[src/verilog/rces_pkg.sv]
/*
  Package for the retimer channel event status block: register offsets,
  field positions, reset values and the structs that carry the register
  port and the block state.
  Assumes the register port is 8 bits wide and byte-addressed.
*/
`default_nettype none

package rces_pkg;

  // ==========================================================================
  // Register offsets.
  localparam logic [7:0] ADDR_EYE_EN = 8'h36;
  localparam logic [7:0] ADDR_EYE_THR = 8'h76;
  localparam logic [7:0] ADDR_STATUS = 8'h78;
  localparam logic [7:0] ADDR_CTRL = 8'h79;
  localparam logic [7:0] ADDR_SPARE = 8'h7A;
  localparam logic [7:0] ADDR_IRQ_STAT = 8'h80;
  localparam logic [7:0] ADDR_IRQ_MASK = 8'h81;

  // ==========================================================================
  // Field positions.
  localparam int STAT_SD_STATE = 5;
  localparam int STAT_LOCKED = 4;
  localparam int STAT_LOCK_GAIN = 3;
  localparam int STAT_SD_CHANGE = 2;
  localparam int STAT_RANGE_ERR = 1;
  localparam int STAT_EYE_LOW = 0;
  localparam int CTRL_CHK_EN = 6;
  localparam int CTRL_GEN_EN = 5;
  localparam int CTRL_LOCK_FLAG_EN = 1;
  localparam int CTRL_SD_FLAG_EN = 0;
  localparam int EYE_EN_BIT = 6;
  localparam int EV_LOCK_GAIN = 2;
  localparam int EV_SD_CHANGE = 1;
  localparam int EV_EYE_LOW = 0;

  // ==========================================================================
  // Reset values.
  localparam logic [7:0] EYE_THR_RST = 8'h21;
  localparam logic [7:0] CTRL_RST = 8'h10;
  localparam logic [7:0] SPARE_RST = 8'h00;
  localparam logic EYE_EN_RST = 1'b0;
  localparam logic [2:0] IRQ_MASK_RST = 3'h0;

  // ==========================================================================
  // Carriers.
  typedef struct packed {
    logic [7:0] addr;
    logic [7:0] wdata;
    logic wr;
    logic rd;
  } rces_bus_req_t;

  typedef struct packed {
    logic [7:0] eye_thr;
    logic [7:0] ctrl;
    logic [7:0] spare;
    logic eye_en;
    logic sd_q;
    logic lock_q;
    logic range_err;
    logic [2:0] flags;
    logic [2:0] irq_stat;
    logic [2:0] irq_mask;
    logic [7:0] rdata;
    logic irq;
  } rces_state_t;

endpackage

`default_nettype wire
[src/verilog/rces_event_status.sv]
/*
  Channel event status and control registers of a serial retimer channel,
  with sticky clear-on-read event flags and a masked interrupt.
  Assumes all inputs are synchronous to mclk and a one-cycle register port.
*/
`timescale 1ns/100ps
`default_nettype none

module rces_event_status
  import rces_pkg::*;
#(
  parameter int EYE_W = 4
) (
  input wire logic mclk,
  input wire logic rstn,
  input wire logic ce,
  input wire rces_bus_req_t bus_req,
  output logic [7:0] reg_rdata,
  input wire logic signal_detect_state,
  input wire logic clock_recovery_locked,
  input wire logic eye_measure_request,
  input wire logic adapt_active,
  input wire logic eye_valid,
  input wire logic [EYE_W-1:0] horizontal_eye_opening,
  input wire logic [EYE_W-1:0] vertical_eye_opening,
  input wire logic cfg_load,
  input wire logic [1:0] cfg_event_enables,
  output logic irq,
  output logic pattern_checker_enable,
  output logic pattern_generator_enable
);

  // ==========================================================================
  // State and event detection.
  rces_state_t st_r;
  rces_state_t st_nxt;
  logic [2:0] ev;
  logic [2:0] raw_ev;
  logic [2:0] ev_en;
  logic wr_hit_ctrl;
  logic rd_status;
  logic [EYE_W-1:0] thr_h;
  logic [EYE_W-1:0] thr_v;

  assign thr_h = EYE_W'(st_r.eye_thr[3:0]);
  assign thr_v = EYE_W'(st_r.eye_thr[7:4]);
  assign rd_status = bus_req.rd && (bus_req.addr == ADDR_STATUS);
  assign wr_hit_ctrl = bus_req.wr && (bus_req.addr == ADDR_CTRL);

  assign raw_ev[EV_LOCK_GAIN] = clock_recovery_locked && !st_r.lock_q;
  assign raw_ev[EV_SD_CHANGE] = signal_detect_state ^ st_r.sd_q;
  assign raw_ev[EV_EYE_LOW] = eye_valid && st_r.lock_q &&
                              ((horizontal_eye_opening < thr_h) || (vertical_eye_opening < thr_v));
  assign ev_en[EV_LOCK_GAIN] = st_r.ctrl[CTRL_LOCK_FLAG_EN];
  assign ev_en[EV_SD_CHANGE] = st_r.ctrl[CTRL_SD_FLAG_EN];
  assign ev_en[EV_EYE_LOW] = st_r.eye_en;

  // Each event lane is gated by its own enable.
  for (genvar gi = 0; gi < $bits(ev); gi++) begin : g_event
    assign ev[gi] = raw_ev[gi] && ev_en[gi];
  end

  // ==========================================================================
  // Next state.
  always_comb begin
    st_nxt = st_r;
    if (ce) begin
      st_nxt.sd_q = signal_detect_state;
      st_nxt.lock_q = clock_recovery_locked;
      st_nxt.range_err = eye_measure_request && adapt_active;
      st_nxt.flags = (st_r.flags & ~(rd_status ? 3'h7 : 3'h0)) | ev;
      st_nxt.irq_stat = st_r.irq_stat | ev;
      st_nxt.rdata = 8'h00;
      if (bus_req.wr) begin
        case (bus_req.addr)
          ADDR_EYE_THR: st_nxt.eye_thr = bus_req.wdata;
          ADDR_CTRL: st_nxt.ctrl = bus_req.wdata;
          ADDR_SPARE: st_nxt.spare = bus_req.wdata;
          ADDR_EYE_EN: st_nxt.eye_en = bus_req.wdata[EYE_EN_BIT];
          ADDR_IRQ_STAT: st_nxt.irq_stat = (st_r.irq_stat & ~bus_req.wdata[2:0]) | ev;
          ADDR_IRQ_MASK: st_nxt.irq_mask = bus_req.wdata[2:0];
          default: st_nxt.spare = st_r.spare;
        endcase
      end
      if (cfg_load) begin
        st_nxt.ctrl[CTRL_LOCK_FLAG_EN] = cfg_event_enables[1];
        st_nxt.ctrl[CTRL_SD_FLAG_EN] = cfg_event_enables[0];
      end
      if (bus_req.rd) begin
        case (bus_req.addr)
          ADDR_EYE_THR: st_nxt.rdata = st_r.eye_thr;
          ADDR_STATUS: st_nxt.rdata = {2'b00, st_r.sd_q, st_r.lock_q, st_r.flags[EV_LOCK_GAIN],
                                       st_r.flags[EV_SD_CHANGE], st_r.range_err,
                                       st_r.flags[EV_EYE_LOW]};
          ADDR_CTRL: st_nxt.rdata = st_r.ctrl;
          ADDR_SPARE: st_nxt.rdata = st_r.spare;
          ADDR_EYE_EN: st_nxt.rdata = 8'(st_r.eye_en) << EYE_EN_BIT;
          ADDR_IRQ_STAT: st_nxt.rdata = {5'h00, st_r.irq_stat};
          ADDR_IRQ_MASK: st_nxt.rdata = {5'h00, st_r.irq_mask};
          default: st_nxt.rdata = 8'h00;
        endcase
      end
      st_nxt.irq = |(st_nxt.irq_stat & st_nxt.irq_mask);
    end
  end

  // ==========================================================================
  // State register.
  always_ff @(posedge mclk) begin
    if (!rstn) begin
      st_r <= '0;
      st_r.eye_thr <= EYE_THR_RST;
      st_r.ctrl <= CTRL_RST;
      st_r.spare <= SPARE_RST;
      st_r.eye_en <= EYE_EN_RST;
      st_r.irq_mask <= IRQ_MASK_RST;
    end else begin
      st_r <= st_nxt;
    end
  end

  assign reg_rdata = st_r.rdata;
  assign irq = st_r.irq;
  assign pattern_checker_enable = st_r.ctrl[CTRL_CHK_EN];
  assign pattern_generator_enable = st_r.ctrl[CTRL_GEN_EN];

  // ==========================================================================
  // Per-event flag and interrupt status checks.
  for (genvar gj = 0; gj < $bits(ev); gj++) begin : g_event_chk

  end
endmodule // rces_event_status

`default_nettype wire

[config.mk]
export PLATFORM = sky130hd
export DESIGN_NAME = rces_event_status
export DESIGN_NICKNAME = d
export VERILOG_FILES = /design/src/verilog/rces_pkg.sv /design/src/verilog/rces_event_status.sv
export SDC_FILE = /design/constraint.sdc
export NUM_CORES = 1
export LEC_CHECK = 0
export BUFFER_PORTS_ARGS = -buffer_cell sky130_fd_sc_hd__buf_2
export CORE_MARGIN = 2
export CORE_UTILIZATION = 55
export CTS_BUF_LIST = sky130_fd_sc_hd__clkbuf_16
export DETAILED_ROUTE_END_ITERATION = 10
export HOLD_SLACK_MARGIN = 0.06
export PLACE_DENSITY = 0.79
export SLEW_MARGIN = 40
export SYNTH_ARGS = -nofsm -noshare
export SYNTH_HDL_FRONTEND = slang
export SYNTH_SLANG_ARGS = --single-unit
[constraint.sdc]
create_clock -name mclk -period 2.1 [get_ports mclk]
set_clock_uncertainty 0.05 [all_clocks]
set_input_delay 0 -clock mclk [delete_from_list [all_inputs] [get_ports mclk]]
set_output_delay 0 -clock mclk [all_outputs]
set_load 0.05 [all_outputs]
== Word level (Yosys, flattened, before mapping) ==
Index checks and enable logic that the tools add are counted.

* Magnitude comparators: 2
* Equality and inequality tests: 7
* Muxes and demuxes: 12
* Bitwise gates (word level): 9
* Reduce and logical (&&, ||, !) cells: 18

{| class="wikitable"
|+ Operator list
! kind !! number
|-
| 8-bit one-hot mux with 7 select lines || 1
|-
| 8-bit by 7-bit equality test with 1-bit output (second input constant) || 4
|-
| 8-bit equality test (second input constant) || 2
|-
| 8-bit 2-to-1 mux || 2
|-
| 3-bit AND reduction || 5
|-
| 6-bit 2-to-1 mux || 2
|-
| 11-bit 2-to-1 mux || 1
|-
| 3-bit bitwise AND || 3
|-
| 3-bit 2-to-1 mux || 3
|-
| 3-bit OR || 3
|-
| 8-bit by 6-bit equality test with 1-bit output (second input constant) || 1
|-
| 1-bit logical AND || 8
|-
| 4-bit less-than comparator || 2
|-
| 3-bit inverter || 2
|-
| 2-bit 2-to-1 mux || 2
|-
| 2-bit nonzero test || 2
|-
| 3-bit OR reduction || 1
|-
| 1-bit logical NOT || 1
|-
| 1-bit logical OR || 1
|-
| 1-bit 2-to-1 mux || 1
|-
| 1-bit bitwise XOR || 1
|}

* Flip-flop bits (word level): 46
* Bits of input ports: 37
* Output and inout port bits: 11
* Word-level logic and storage cells: 61

== Depth between registers and ports, before layout ==
Gate-level depths: netlist (run 1).

* Depth in word-level cells: 10
* Mapped depth: 8
* Gate-level depth less buffers: 7

== Least setup slack after synthesis (run 1) ==
OpenSTA, ideal clock, no wires.

* Path type: input to register
* Start: input port bus_req[15] (netlist name)
* End: register st_r, in the netlist irq
* Library setup time: 135 ps
* Data arrival time: 1537 ps
* Required time: 1915 ps
* Slack: 378 ps
* Stages on the path: 6
* Path buffers: 1
* Path through: or4b_4 or2_1 clkbuf_8 or4_1 a21oi_1 o311ai_1

* Longest elaborated chain between the ends: 6
* Elaborated cells between the ends (all ways): 8
* Those cells by class: eq/ne (2); mux (4); bitwise (1); reduce/logical (1)

{| class="wikitable"
|+ RTL lines
! element !! RTL line !! RTL
|-
| from (decl) || rces_event_status.sv:17 || <nowiki>input wire rces_bus_req_t bus_req,</nowiki>
|-
| 8-bit equality test || rces_event_status.sv:75 || <nowiki>case (bus_req.addr)</nowiki>
|-
| 3-bit 2-to-1 mux || rces_event_status.sv:75 ||
|-
| 6-bit 2-to-1 mux (*) || rces_event_status.sv:74 || <nowiki>if (bus_req.wr) begin</nowiki>
|-
| 6-bit 2-to-1 mux (*) || rces_event_status.sv:67 || <nowiki>if (ce) begin</nowiki>
|-
| 3-bit bitwise AND (*) || rces_event_status.sv:103 || <nowiki>st_nxt.irq = |(st_nxt.irq_stat & st_nxt.irq_mask);</nowiki>
|-
| 3-bit OR reduction (*) || rces_event_status.sv:103 ||
|-
| to (signal assigned) || rces_event_status.sv:118 || <nowiki>st_r <= st_nxt;</nowiki>
|-
| to (decl) || rces_event_status.sv:35 || <nowiki>rces_state_t st_r;</nowiki>
|}

Mark *: on every way between the ends. The rest lies on a longest branch, timed or not. The select of a mux whose other input is x is not followed.
A chain may end at the register's enable or synchronous reset.

== Worst setup path in the final report (run 1) ==
* Start: register st_r[43] (netlist name)
* End: register st_r, in the netlist irq

* Longest elaborated chain between the ends: 10
* Elaborated cells between the ends (all ways): 11
* Those cells by class: order compare (1); mux (3); bitwise (3); reduce/logical (4)

{| class="wikitable"
|+ RTL lines
! element !! RTL line !! RTL
|-
| 4-bit less-than comparator (*) || rces_event_status.sv:53 || <nowiki>((horizontal_eye_opening < thr_h) || (vertical_eye_opening < thr_v));</nowiki>
|-
| 1-bit logical OR (*) || rces_event_status.sv:53 ||
|-
| 1-bit logical AND (*) || rces_event_status.sv:52 || <nowiki>assign raw_ev[EV_EYE_LOW] = eye_valid && st_r.lock_q &&</nowiki>
|-
| 1-bit logical AND (*) || rces_event_status.sv:60 || <nowiki>assign ev[gi] = raw_ev[gi] && ev_en[gi];</nowiki>
|-
| 3-bit OR, on equally long branches || rces_event_status.sv:72, rces_event_status.sv:80 ||
|-
| 3-bit 2-to-1 mux || rces_event_status.sv:75 ||
|-
| 6-bit 2-to-1 mux (*) || rces_event_status.sv:74 ||
|-
| 6-bit 2-to-1 mux (*) || rces_event_status.sv:67 ||
|-
| 3-bit bitwise AND (*) || rces_event_status.sv:103 ||
|-
| 3-bit OR reduction (*) || rces_event_status.sv:103 ||
|}

Marked as above.

==> flow_summary.html, run 1 <==
<table>
<tr><th>Metric</th><th>Value</th></tr>
<tr><th colspan="2">Floorplan</th></tr>
<tr><td>Die width</td><td>72.2 µm</td></tr>
<tr><td>Total die area</td><td>0.00521 mm²</td></tr>
<tr><td>Cell row count</td><td>24</td></tr>
<tr><td>Initial cell density of the core</td><td>58.0%</td></tr>
<tr><td>Floorplan die height</td><td>72.2 µm</td></tr>
<tr><td>Core outline area</td><td>0.00441 mm²</td></tr>
<tr><td>Ports placed on the boundary</td><td>48</td></tr>
<tr><th colspan="2">GRT</th></tr>
<tr><td>Number of antenna violations at the first check in global routing</td><td>0</td></tr>
<tr><td>Total global routing track utilization</td><td>24.0%</td></tr>
<tr><td>Via count of the first global-routing pass</td><td>2,028</td></tr>
<tr><td>First-pass GRT wire length</td><td>9690 µm</td></tr>
<tr><td>Global route overflow</td><td>0</td></tr>
<tr><td>Pin count of the biggest net entering global routing</td><td>27</td></tr>
<tr><th colspan="2">CTS</th></tr>
<tr><td>Clk_lat worst skew</td><td>0.29 ns</td></tr>
<tr><td>H-tree lvl count</td><td>2</td></tr>
<tr><td>Hold-fix buffers, CTS</td><td>16</td></tr>
<tr><td>Buffers inserted by post-CTS timing repair</td><td>0</td></tr>
<tr><td>CTS Buffer Depth</td><td>2</td></tr>
<tr><td>Clk root buf</td><td>clkbuf_16</td></tr>
<tr><td>Number of buffers created by CTS</td><td>5</td></tr>
<tr><td>Clock tree from TritonCTS</td><td>done</td></tr>
<tr><td>Post-CTS sizing</td><td>0</td></tr>
<tr><td>Clock sinks</td><td>46</td></tr>
<tr><td>Reg clk slew, reported paths</td><td>0.06 ns</td></tr>
<tr><th colspan="2">Place</th></tr>
<tr><td>Number of port buffers</td><td>47</td></tr>
<tr><td>Placement Cell Area</td><td>0.00276 mm²</td></tr>
<tr><td>Final HPWL DP</td><td>4570 µm</td></tr>
<tr><td>Placed instance count</td><td>365</td></tr>
<tr><td>Worst setup slack after placement</td><td>0.237 ns</td></tr>
<tr><td>Final GP Congestion</td><td>0.865</td></tr>
<tr><th colspan="2">STA</th></tr>
<tr><td>Final Slew Violations</td><td>0</td></tr>
<tr><td>Hold violation count in the final report</td><td>0</td></tr>
<tr><td>Relative slew slack</td><td>55.5%</td></tr>
<tr><td>Max Clock Freq</td><td>612 MHz</td></tr>
<tr><td>RSZ-0062 raised after global routing</td><td>false</td></tr>
<tr><td>Final-layout worst hold slack</td><td>0.0603 ns</td></tr>
<tr><td>Least-Margin Pin Slew</td><td>0.666 ns</td></tr>
<tr><td>Tmin final</td><td>1.63 ns</td></tr>
<tr><td>Setup Viol. Count Final</td><td>0</td></tr>
<tr><td>Setup TNS after final layout</td><td>0 ns</td></tr>
<tr><td>Min setup slack post-route</td><td>0.466 ns</td></tr>
<tr><td>Share of the cycle needed by the critical path after routing</td><td>77.8%</td></tr>
<tr><th colspan="2">Power</th></tr>
<tr><td>Sequential group share of total power</td><td>45.2%</td></tr>
<tr><td>Areal power density over the cells</td><td>635 mW/mm²</td></tr>
<tr><td>Switching power</td><td>431 µW</td></tr>
<tr><td>Internal power summed over all cells</td><td>1.53 mW</td></tr>
<tr><td>Standby leakage power</td><td>1.27 nW</td></tr>
<tr><td>Sw Share</td><td>22.0%</td></tr>
<tr><td>Combinational cell fraction of total power</td><td>9.5%</td></tr>
<tr><td>Clock network fraction of total power</td><td>45.3%</td></tr>
<tr><td>Total design power</td><td>1.96 mW</td></tr>
<tr><td>Worst IR drop on VDD</td><td>0.507 mV</td></tr>
<tr><th colspan="2">Synthesis</th></tr>
<tr><td>Number of synthesized flops with an enable pin</td><td>0</td></tr>
<tr><td>Most common library cells after synthesis</td><td>dfxtp_1 (46), mux2i_1 (36), nand2_1 (31), nor2b_1 (30), o21ai_0 (11)</td></tr>
<tr><td>Area share of the leading cell type in the synthesized netlist</td><td>36.0%</td></tr>
<tr><td>Flip-flop and latch count after synthesis</td><td>46</td></tr>
<tr><td>Number of distinct library cells after synthesis</td><td>49</td></tr>
<tr><td>Share of synthesized area occupied by flip-flops and latches</td><td>36.0%</td></tr>
<tr><td>Largest cells by area after synthesis</td><td>dfxtp_1 (36%), mux2i_1 (14%), nor2b_1 (7.3%)</td></tr>
<tr><td>Most frequently used cell type in the post-synthesis netlist</td><td>dfxtp_1</td></tr>
<tr><td>Number of warnings printed during yosys synthesis</td><td>0</td></tr>
<tr><td>Ys async rst share</td><td>0%</td></tr>
<tr><td>Primary flip-flop cell chosen by synthesis mapping</td><td>dfxtp_1</td></tr>
<tr><td>Mean cell area of the mapped netlist</td><td>9.11 µm²</td></tr>
<tr><td>Net Count, Synth</td><td>324</td></tr>
<tr><td>Cell type with the highest aggregate area in the netlist</td><td>dfxtp_1</td></tr>
<tr><td>Post-Synthesis Cell Area</td><td>0.00256 mm²</td></tr>
<tr><td>Post-synthesis cell count</td><td>281</td></tr>
<tr><th colspan="2">Route</th></tr>
<tr><td>Total wire length</td><td>6060 µm</td></tr>
<tr><td>Antenna-violating nets left</td><td>0</td></tr>
<tr><td>Number of vias after detailed routing</td><td>2,261</td></tr>
<tr><td>Wirelength per Cell</td><td>15.6 µm</td></tr>
<tr><td>Initial detailed-routing violation count</td><td>222</td></tr>
<tr><td>Drt first pass iters</td><td>5</td></tr>
<tr><td>Count of unresolved DRC violations after routing</td><td>0</td></tr>
<tr><td>Drt via density</td><td>5.81</td></tr>
<tr><th colspan="2">Finish</th></tr>
<tr><td>Core Util, Final</td><td>70.0%</td></tr>
<tr><td>Final instance count without filler cells</td><td>389</td></tr>
<tr><td>Share of post-route cells with drive strength above 1</td><td>22.0%</td></tr>
<tr><td>Area added between synthesis and finish</td><td>20.7%</td></tr>
<tr><td>Cell area after layout</td><td>0.00309 mm²</td></tr>
<tr><td>Count of inserted antenna diode cells</td><td>0</td></tr>
<tr><td>Fillers</td><td>357</td></tr>
<tr><td>Nets</td><td>379</td></tr>
<tr><th colspan="2">Worst setup path</th></tr>
<tr><td>Reg-to-Reg Start</td><td>st_r[43]</td></tr>
<tr><td>Critical setup path kind</td><td>flop to flop</td></tr>
<tr><td>Critical Path Fanout Max</td><td>3</td></tr>
<tr><td>Worst setup path startpoint</td><td>st_r[43]</td></tr>
<tr><td>Sort of element at the start of the critical path</td><td>flop</td></tr>
<tr><td>Required arrival time at the worst endpoint</td><td>2.24 ns</td></tr>
<tr><td>Reg-to-reg setup timing slack</td><td>0.47 ns</td></tr>
<tr><td>Path depth of the worst reg2reg path</td><td>6</td></tr>
<tr><td>Terminus of the critical flop-to-flop path</td><td>irq</td></tr>
<tr><td>Sort of element at the end of the critical path</td><td>flop</td></tr>
<tr><td>CP endpoint</td><td>irq</td></tr>
<tr><td>Data arrival time of the critical path</td><td>1.78 ns</td></tr>
<tr><th colspan="2">Hold path</th></tr>
<tr><td>Worst min-delay path class</td><td>primary input to flop</td></tr>
<tr><th colspan="2">Flow run</th></tr>
<tr><td>Max_cap viols</td><td>0</td></tr>
<tr><th colspan="2">Status</th></tr>
<tr><td>Status</td><td>complete, no violations</td></tr>
</table>
cells in the final DEF, fill, tap and decap left out, drive strengths merged, types with 2 or more instances in the layout:
cell	netlist	layout
a21boi	10	10
a21oi	7	7
a221oi	4	4
a22o	3	3
and2	2	2
and3b	2	2
buf	14	56
clkbuf	10	5
clkinvlp	0	2
dfxtp	46	46
dlygate4sd3	0	16
ha	6	6
inv	10	10
mux2i	36	36
nand2	31	31
nand3	9	9
nand3b	4	4
nor2	6	6
nor2b	30	30
nor3	4	4
nor3b	2	2
o211ai	6	6
o21ai	11	11
o2bb2ai	3	3
o41ai	4	4
or2	2	2
or4	2	2
cells by family (layout without fill, tap and decap cells):
family / count (synthesis) / in the layout / share of synthesized area [%]
multiplexers: 36 / 36 / 14.1
buffers and inverters: 34 / 90 / 8.07
AO/OA/AOI/OAI: 56 / 56 / 15.7
adder cells (fa/ha/maj): 6 / 6 / 2.93
XOR/XNOR: 1 / 1 / 0.342
flip-flops: 46 / 46 / 36.0
AND/OR/NAND/NOR: 102 / 102 / 22.8
sequential cells by signal, summed over array words and instances (netlist names):
name,flops
st_r,32
pattern_checker_enable,1
reg_rdata,8
pattern_generator_enable,1
irq,1
ev_en,3
critical path: stages, from the launching register on:
cell and delay (ns):
dfxtp_1 0.37, inv_1 0.06, ha_1 0.28, o211ai_1 0.17, o211ai_1 0.19, a311o_1 0.35
o311ai_1 0.08
final cells by class:
class	instances	area (µm²)	area share [%]
clock inverter	3	45.0	1.46
tap	52	65.1	2.11
clock buffer	5	125	4.05
inverter	10	37.5	1.22
sequential	46	921	29.8
timing repair buffer	72	463	15.0
multi-input combinational	201	1430	46.4
worst min-delay path by stage:
| stage | start | to | slack [ns] | cells past startpoint |
|---|---|---|---|---|
| 3_5_place_dp | bus_req[7] | st_r[43] | 0.22 | 3 |
| 4_1_cts | cfg_load | ev_en[2] | 0.06 | 3 |
| 2_1_floorplan | bus_req[6] | st_r[34] | 0.08 | 2 |
| 6_report | cfg_load | ev_en[2] | 0.06 | 3 |
| 5_1_grt | cfg_load | ev_en[2] | 0.08 | 3 |
| 3_3_place_gp | bus_req[7] | st_r[43] | 0.20 | 3 |
power by group through the flow:
stage | Combinational, mW | Sequential, mW | Clock [mW]
floorplan | 0.0957 | 0.906 | 0
global placement | 0.157 | 0.906 | 0
detailed placement | 0.161 | 0.907 | 0
CTS | 0.184 | 0.887 | 0.896
global route | 0.201 | 0.888 | 0.946
finish | 0.185 | 0.887 | 0.888
per-layer routing:
metal	share of wire [%]	global-route usage [%]	vias up
met4	1.1	6.08	0
met1	45	33.4	1059
met3	6.6	4.31	8
met5	0	0	-
met2	47	38.7	85
li1	-	-	1109
(Power assumes the default switching activity.)
==> inputs of run 2 (changes only) <==
--- a/config.mk
+++ b/config.mk
@@ -7,11 +7,11 @@
 export LEC_CHECK = 0
 export BUFFER_PORTS_ARGS = -buffer_cell sky130_fd_sc_hd__buf_2
 export CORE_MARGIN = 2
-export CORE_UTILIZATION = 55
+export CORE_UTILIZATION = 50
 export CTS_BUF_LIST = sky130_fd_sc_hd__clkbuf_16
 export DETAILED_ROUTE_END_ITERATION = 10
 export HOLD_SLACK_MARGIN = 0.06
-export PLACE_DENSITY = 0.79
+export PLACE_DENSITY = 0.76
 export SLEW_MARGIN = 40
 export SYNTH_ARGS = -nofsm -noshare
 export SYNTH_HDL_FRONTEND = slang
==> constraint.sdc (replaced) <==
create_clock -name mclk -period 1.4 [get_ports mclk]
set_clock_uncertainty 0.05 [all_clocks]
set_input_delay 0 -clock mclk [delete_from_list [all_inputs] [get_ports mclk]]
set_output_delay 0 -clock mclk [all_outputs]
set_load 0.05 [all_outputs]
==> flow_summary.html, run 2 (synthesis gave the netlist of run 1 again) <==
<table>
<tr><th>Metric</th><th>Value</th></tr>
<tr><th colspan="2">Worst setup path</th></tr>
<tr><td>Top Family by Delay on Critical Path</td><td>compound AO/OA/AOI/OAI gates (unchanged)</td></tr>
<tr><td>Number of buffer and inverter instances along the worst setup path</td><td>1 (unchanged)</td></tr>
<tr><td>Path depth of the worst reg2reg path</td><td>6 (unchanged)</td></tr>
<tr><td>Required arrival time at the worst endpoint</td><td>1.51 ns (was 2.24 ns)</td></tr>
<tr><td>Sort of element at the start of the critical path</td><td>flop (unchanged)</td></tr>
<tr><td>Cell-by-cell trace of the critical path</td><td>inv_2 &gt; ha_4 &gt; o211ai_1 &gt; o211ai_1 &gt; a311o_1 &gt; o311ai_1 (was inv_1 &gt; ha_1 &gt; o211ai_1 &gt; o211ai_1 &gt; a311o_1 &gt; o311ai_1)</td></tr>
<tr><td>Critical setup path kind</td><td>flop to flop (unchanged)</td></tr>
<tr><td>Data arrival time of the critical path</td><td>1.63 ns (was 1.78 ns)</td></tr>
<tr><td>Critical Path Fanout Max</td><td>2 (was 3)</td></tr>
<tr><td>Critical-path top delay cell</td><td>dfxtp_2 (was dfxtp_1)</td></tr>
<tr><td>Terminus of the critical flop-to-flop path</td><td>irq (unchanged)</td></tr>
<tr><td>Reg-to-Reg Start</td><td>st_r[43] (unchanged)</td></tr>
<tr><td>Library cell appearing most often on the critical path</td><td>o211ai_1 (unchanged)</td></tr>
<tr><td>Sort of element at the end of the critical path</td><td>flop (unchanged)</td></tr>
<tr><td>Delay contributed by the slowest stage of the critical path</td><td>0.34 ns (was 0.37 ns)</td></tr>
<tr><td>Reg-to-reg setup timing slack</td><td>-0.11 ns (was 0.47 ns)</td></tr>
<tr><th colspan="2">Finish</th></tr>
<tr><td>Area added between synthesis and finish</td><td>35.1% (was 20.7%)</td></tr>
<tr><td>Share of post-route cells with drive strength above 1</td><td>35.9% (was 22.0%)</td></tr>
<tr><td>Largest register FFs</td><td>32 (unchanged)</td></tr>
<tr><td>Commonest non-fill, non-tap cells in the layout</td><td>buf_2 (46), dfxtp_1 (41), buf_4 (40) (was buf_2 (47), dfxtp_1 (46), mux2i_1 (36))</td></tr>
<tr><td>Register name with the most flops</td><td>st_r (unchanged)</td></tr>
<tr><td>Nets</td><td>411 (was 379)</td></tr>
<tr><td>Leading cell type in the layout, fill and taps excluded</td><td>buf_2 (unchanged)</td></tr>
<tr><td>Count of inserted antenna diode cells</td><td>0 (unchanged)</td></tr>
<tr><th colspan="2">CTS</th></tr>
<tr><td>H-tree lvl count</td><td>2 (unchanged)</td></tr>
<tr><td>Clk root buf</td><td>clkbuf_16 (unchanged)</td></tr>
<tr><td>Clock sinks</td><td>46 (unchanged)</td></tr>
<tr><td>Clk_lat worst skew</td><td>0.28 ns (was 0.29 ns)</td></tr>
<tr><td>CTS Buffer Depth</td><td>2 (unchanged)</td></tr>
<tr><td>Number of buffers created by CTS</td><td>5 (unchanged)</td></tr>
<tr><td>Reg clk slew, reported paths</td><td>0.06 ns (about the same)</td></tr>
<tr><td>Clock tree from TritonCTS</td><td>done (unchanged)</td></tr>
<tr><th colspan="2">Route</th></tr>
<tr><td>Total wire length</td><td>7030 µm (was 6060 µm)</td></tr>
<tr><td>Number of vias after detailed routing</td><td>2,411 (was 2,261)</td></tr>
<tr><td>Initial detailed-routing violation count</td><td>126 (was 222)</td></tr>
<tr><td>Antenna-violating nets left</td><td>0 (unchanged)</td></tr>
<tr><td>Count of unresolved DRC violations after routing</td><td>0 (unchanged)</td></tr>
<tr><td>Drt via density</td><td>5.50 (was 5.81)</td></tr>
<tr><td>Drt first pass iters</td><td>5 (unchanged)</td></tr>
<tr><td>Wirelength per Cell</td><td>16.1 µm (was 15.6 µm)</td></tr>
<tr><th colspan="2">Floorplan</th></tr>
<tr><td>Die width</td><td>75.5 µm (was 72.2 µm)</td></tr>
<tr><td>Floorplan die height</td><td>75.5 µm (was 72.2 µm)</td></tr>
<tr><td>Initial cell density of the core</td><td>51.1% (was 58.0%)</td></tr>
<tr><td>Total die area</td><td>0.00571 mm² (was 0.00521 mm²)</td></tr>
<tr><td>Core outline area</td><td>0.00501 mm² (was 0.00441 mm²)</td></tr>
<tr><td>Cell row count</td><td>26 (was 24)</td></tr>
<tr><td>Ports placed on the boundary</td><td>48 (unchanged)</td></tr>
<tr><th colspan="2">Place</th></tr>
<tr><td>Final GP Congestion</td><td>0.903 (was 0.865)</td></tr>
<tr><td>Final HPWL DP</td><td>4920 µm (was 4570 µm)</td></tr>
<tr><td>Number of port buffers</td><td>47 (unchanged)</td></tr>
<tr><th colspan="2">Power</th></tr>
<tr><td>Standby leakage power</td><td>1.45 nW (was 1.27 nW)</td></tr>
<tr><td>Worst IR drop on VDD</td><td>0.537 mV (was 0.507 mV)</td></tr>
<tr><td>Total design power</td><td>2.79 mW (was 1.96 mW)</td></tr>
<tr><td>Areal power density over the cells</td><td>808 mW/mm² (was 635 mW/mm²)</td></tr>
<tr><th colspan="2">GRT</th></tr>
<tr><td>Global route overflow</td><td>0 (unchanged)</td></tr>
<tr><td>Number of antenna violations at the first check in global routing</td><td>0 (unchanged)</td></tr>
<tr><td>Total global routing track utilization</td><td>25.6% (was 24.0%)</td></tr>
<tr><td>Pin count of the biggest net entering global routing</td><td>48 (was 27)</td></tr>
<tr><td>Via count of the first global-routing pass</td><td>2,263 (was 2,028)</td></tr>
<tr><td>First-pass GRT wire length</td><td>10,800 µm (was 9690 µm)</td></tr>
<tr><th colspan="2">STA</th></tr>
<tr><td>Least-Margin Pin Slew</td><td>0.409 ns (was 0.666 ns)</td></tr>
<tr><td>Relative slew slack</td><td>72.5% (was 55.5%)</td></tr>
<tr><td>Share of the cycle needed by the critical path after routing</td><td>108% (was 77.8%)</td></tr>
<tr><td>Hold violation count in the final report</td><td>0 (unchanged)</td></tr>
<tr><td>Setup Viol. Count Final</td><td>3 (was 0)</td></tr>
<tr><td>Tmin final</td><td>1.51 ns (was 1.63 ns)</td></tr>
<tr><td>Min setup slack post-route</td><td>-0.111 ns (was 0.466 ns)</td></tr>
<tr><td>Max Clock Freq</td><td>662 MHz (was 612 MHz)</td></tr>
<tr><td>Final-layout worst hold slack</td><td>0.0972 ns (was 0.0603 ns)</td></tr>
<tr><td>Final Slew Violations</td><td>0 (unchanged)</td></tr>
<tr><td>RSZ-0062 raised after global routing</td><td>true (was false)</td></tr>
<tr><th colspan="2">Status</th></tr>
<tr><td>Failing checks</td><td>negative setup slack</td></tr>
<tr><td>Status</td><td>complete, but fails checks (was complete, no violations)</td></tr>
<tr><th colspan="2">Flow run</th></tr>
<tr><td>Max_cap viols</td><td>0 (unchanged)</td></tr>
<tr><th colspan="2">Hold path</th></tr>
<tr><td>Worst min-delay path class</td><td>primary input to flop (unchanged)</td></tr>
<tr><td>Hold-critical path depth</td><td>3 (unchanged)</td></tr>
<tr><td>Worst hold path endpoint</td><td>reg_rdata[1] (was ev_en[2])</td></tr>
<tr><td>Hold Crit Start</td><td>ce (was cfg_load)</td></tr>
</table>
[run 2: cell types whose count changed in the layout (fill, tap and decap cells not counted), sizes merged]
cell,before,now
dlygate4sd3,16,15
bufinv,1,0
buf,56,89
clkinv,0,2
clkinvlp,2,0
[run 2: area by class of cell]
type                            count  area (µm²)
Sequential cell                    46         927
Fill cell                         416        1550
Multi-Input combinational cell    201        1560
Inverter                           10        37.5
Clock buffer                        5         125
Tap cell                           70        87.6
Timing Repair Buffer              104         714
Clock inverter                      2        10.0
[run 2: routing by layer]
| metal | wire (µm) | up-vias | track usage [%] |
|---|---|---|---|
| met1 | 3000 | 1129 | 34.7 |
| met2 | 3360 | 107 | 40.6 |
| met5 | 0 | - | 0 |
| li1 | - | 1160 | - |
| met3 | 496 | 15 | 3.70 |
| met4 | 169 | 0 | 11.3 |
[run 2: what timing repair did]
item | CTS | global route
hold endpoints to repair | 29 | 0
hold buffers | 15 | 0
setup buffers | 0 | 1
gates resized for setup | 17 | 21
setup endpoints to repair | 9 | 12
pin swaps | 11 | 13
[run 2: metrics by stage]
step | std cells | setup WS [ns] | utilization, % | TNS (ns) | cell area (µm²)
2_1_floorplan | 281 | -0.287 | - | -1.57 | 2560
3_3_place_gp | 415 | -0.337 | 60.4 | -4.51 | 3030
3_5_place_dp | 415 | -0.362 | 60.4 | -5.79 | 3030
4_1_cts | 437 | -0.0879 | 67.4 | -0.132 | 3380
5_1_grt | 438 | -0.174 | 69.0 | -0.527 | 3460
6_report | 438 | -0.111 | 69.0 | -0.209 | 3460
[run 2: worst register-to-register path, stage by stage (launching register included)]
cell and delay [ns]:
dfxtp_2 0.34, inv_2 0.05, ha_4 0.26, o211ai_1 0.08, o211ai_1 0.31, a311o_1 0.22, o311ai_1 0.08
[run 2: power by group]
| part | leakage, nW | internal, mW | switching [mW] |
|---|---|---|---|
| clock | 0.0694 | 0.644 | 0.473 |
| sequential | 0.373 | 1.32 | 0.00920 |
| combinational | 1.00 | 0.172 | 0.174 |
| total | 1.45 | 2.14 | 0.656 |
[run 2: how the worst max path moves through the flow]
stage	startpoint	endpoint	slack, ns	cells after the start
finish	st_r[43]	irq	-0.11	6
global route	st_r[43]	irq	-0.17	6
floorplan	bus_req[15]	irq	-0.29	6
detailed placement	bus_req[15]	irq	-0.36	6
CTS	st_r[39]	irq	-0.09	6
global placement	bus_req[15]	irq	-0.34	6
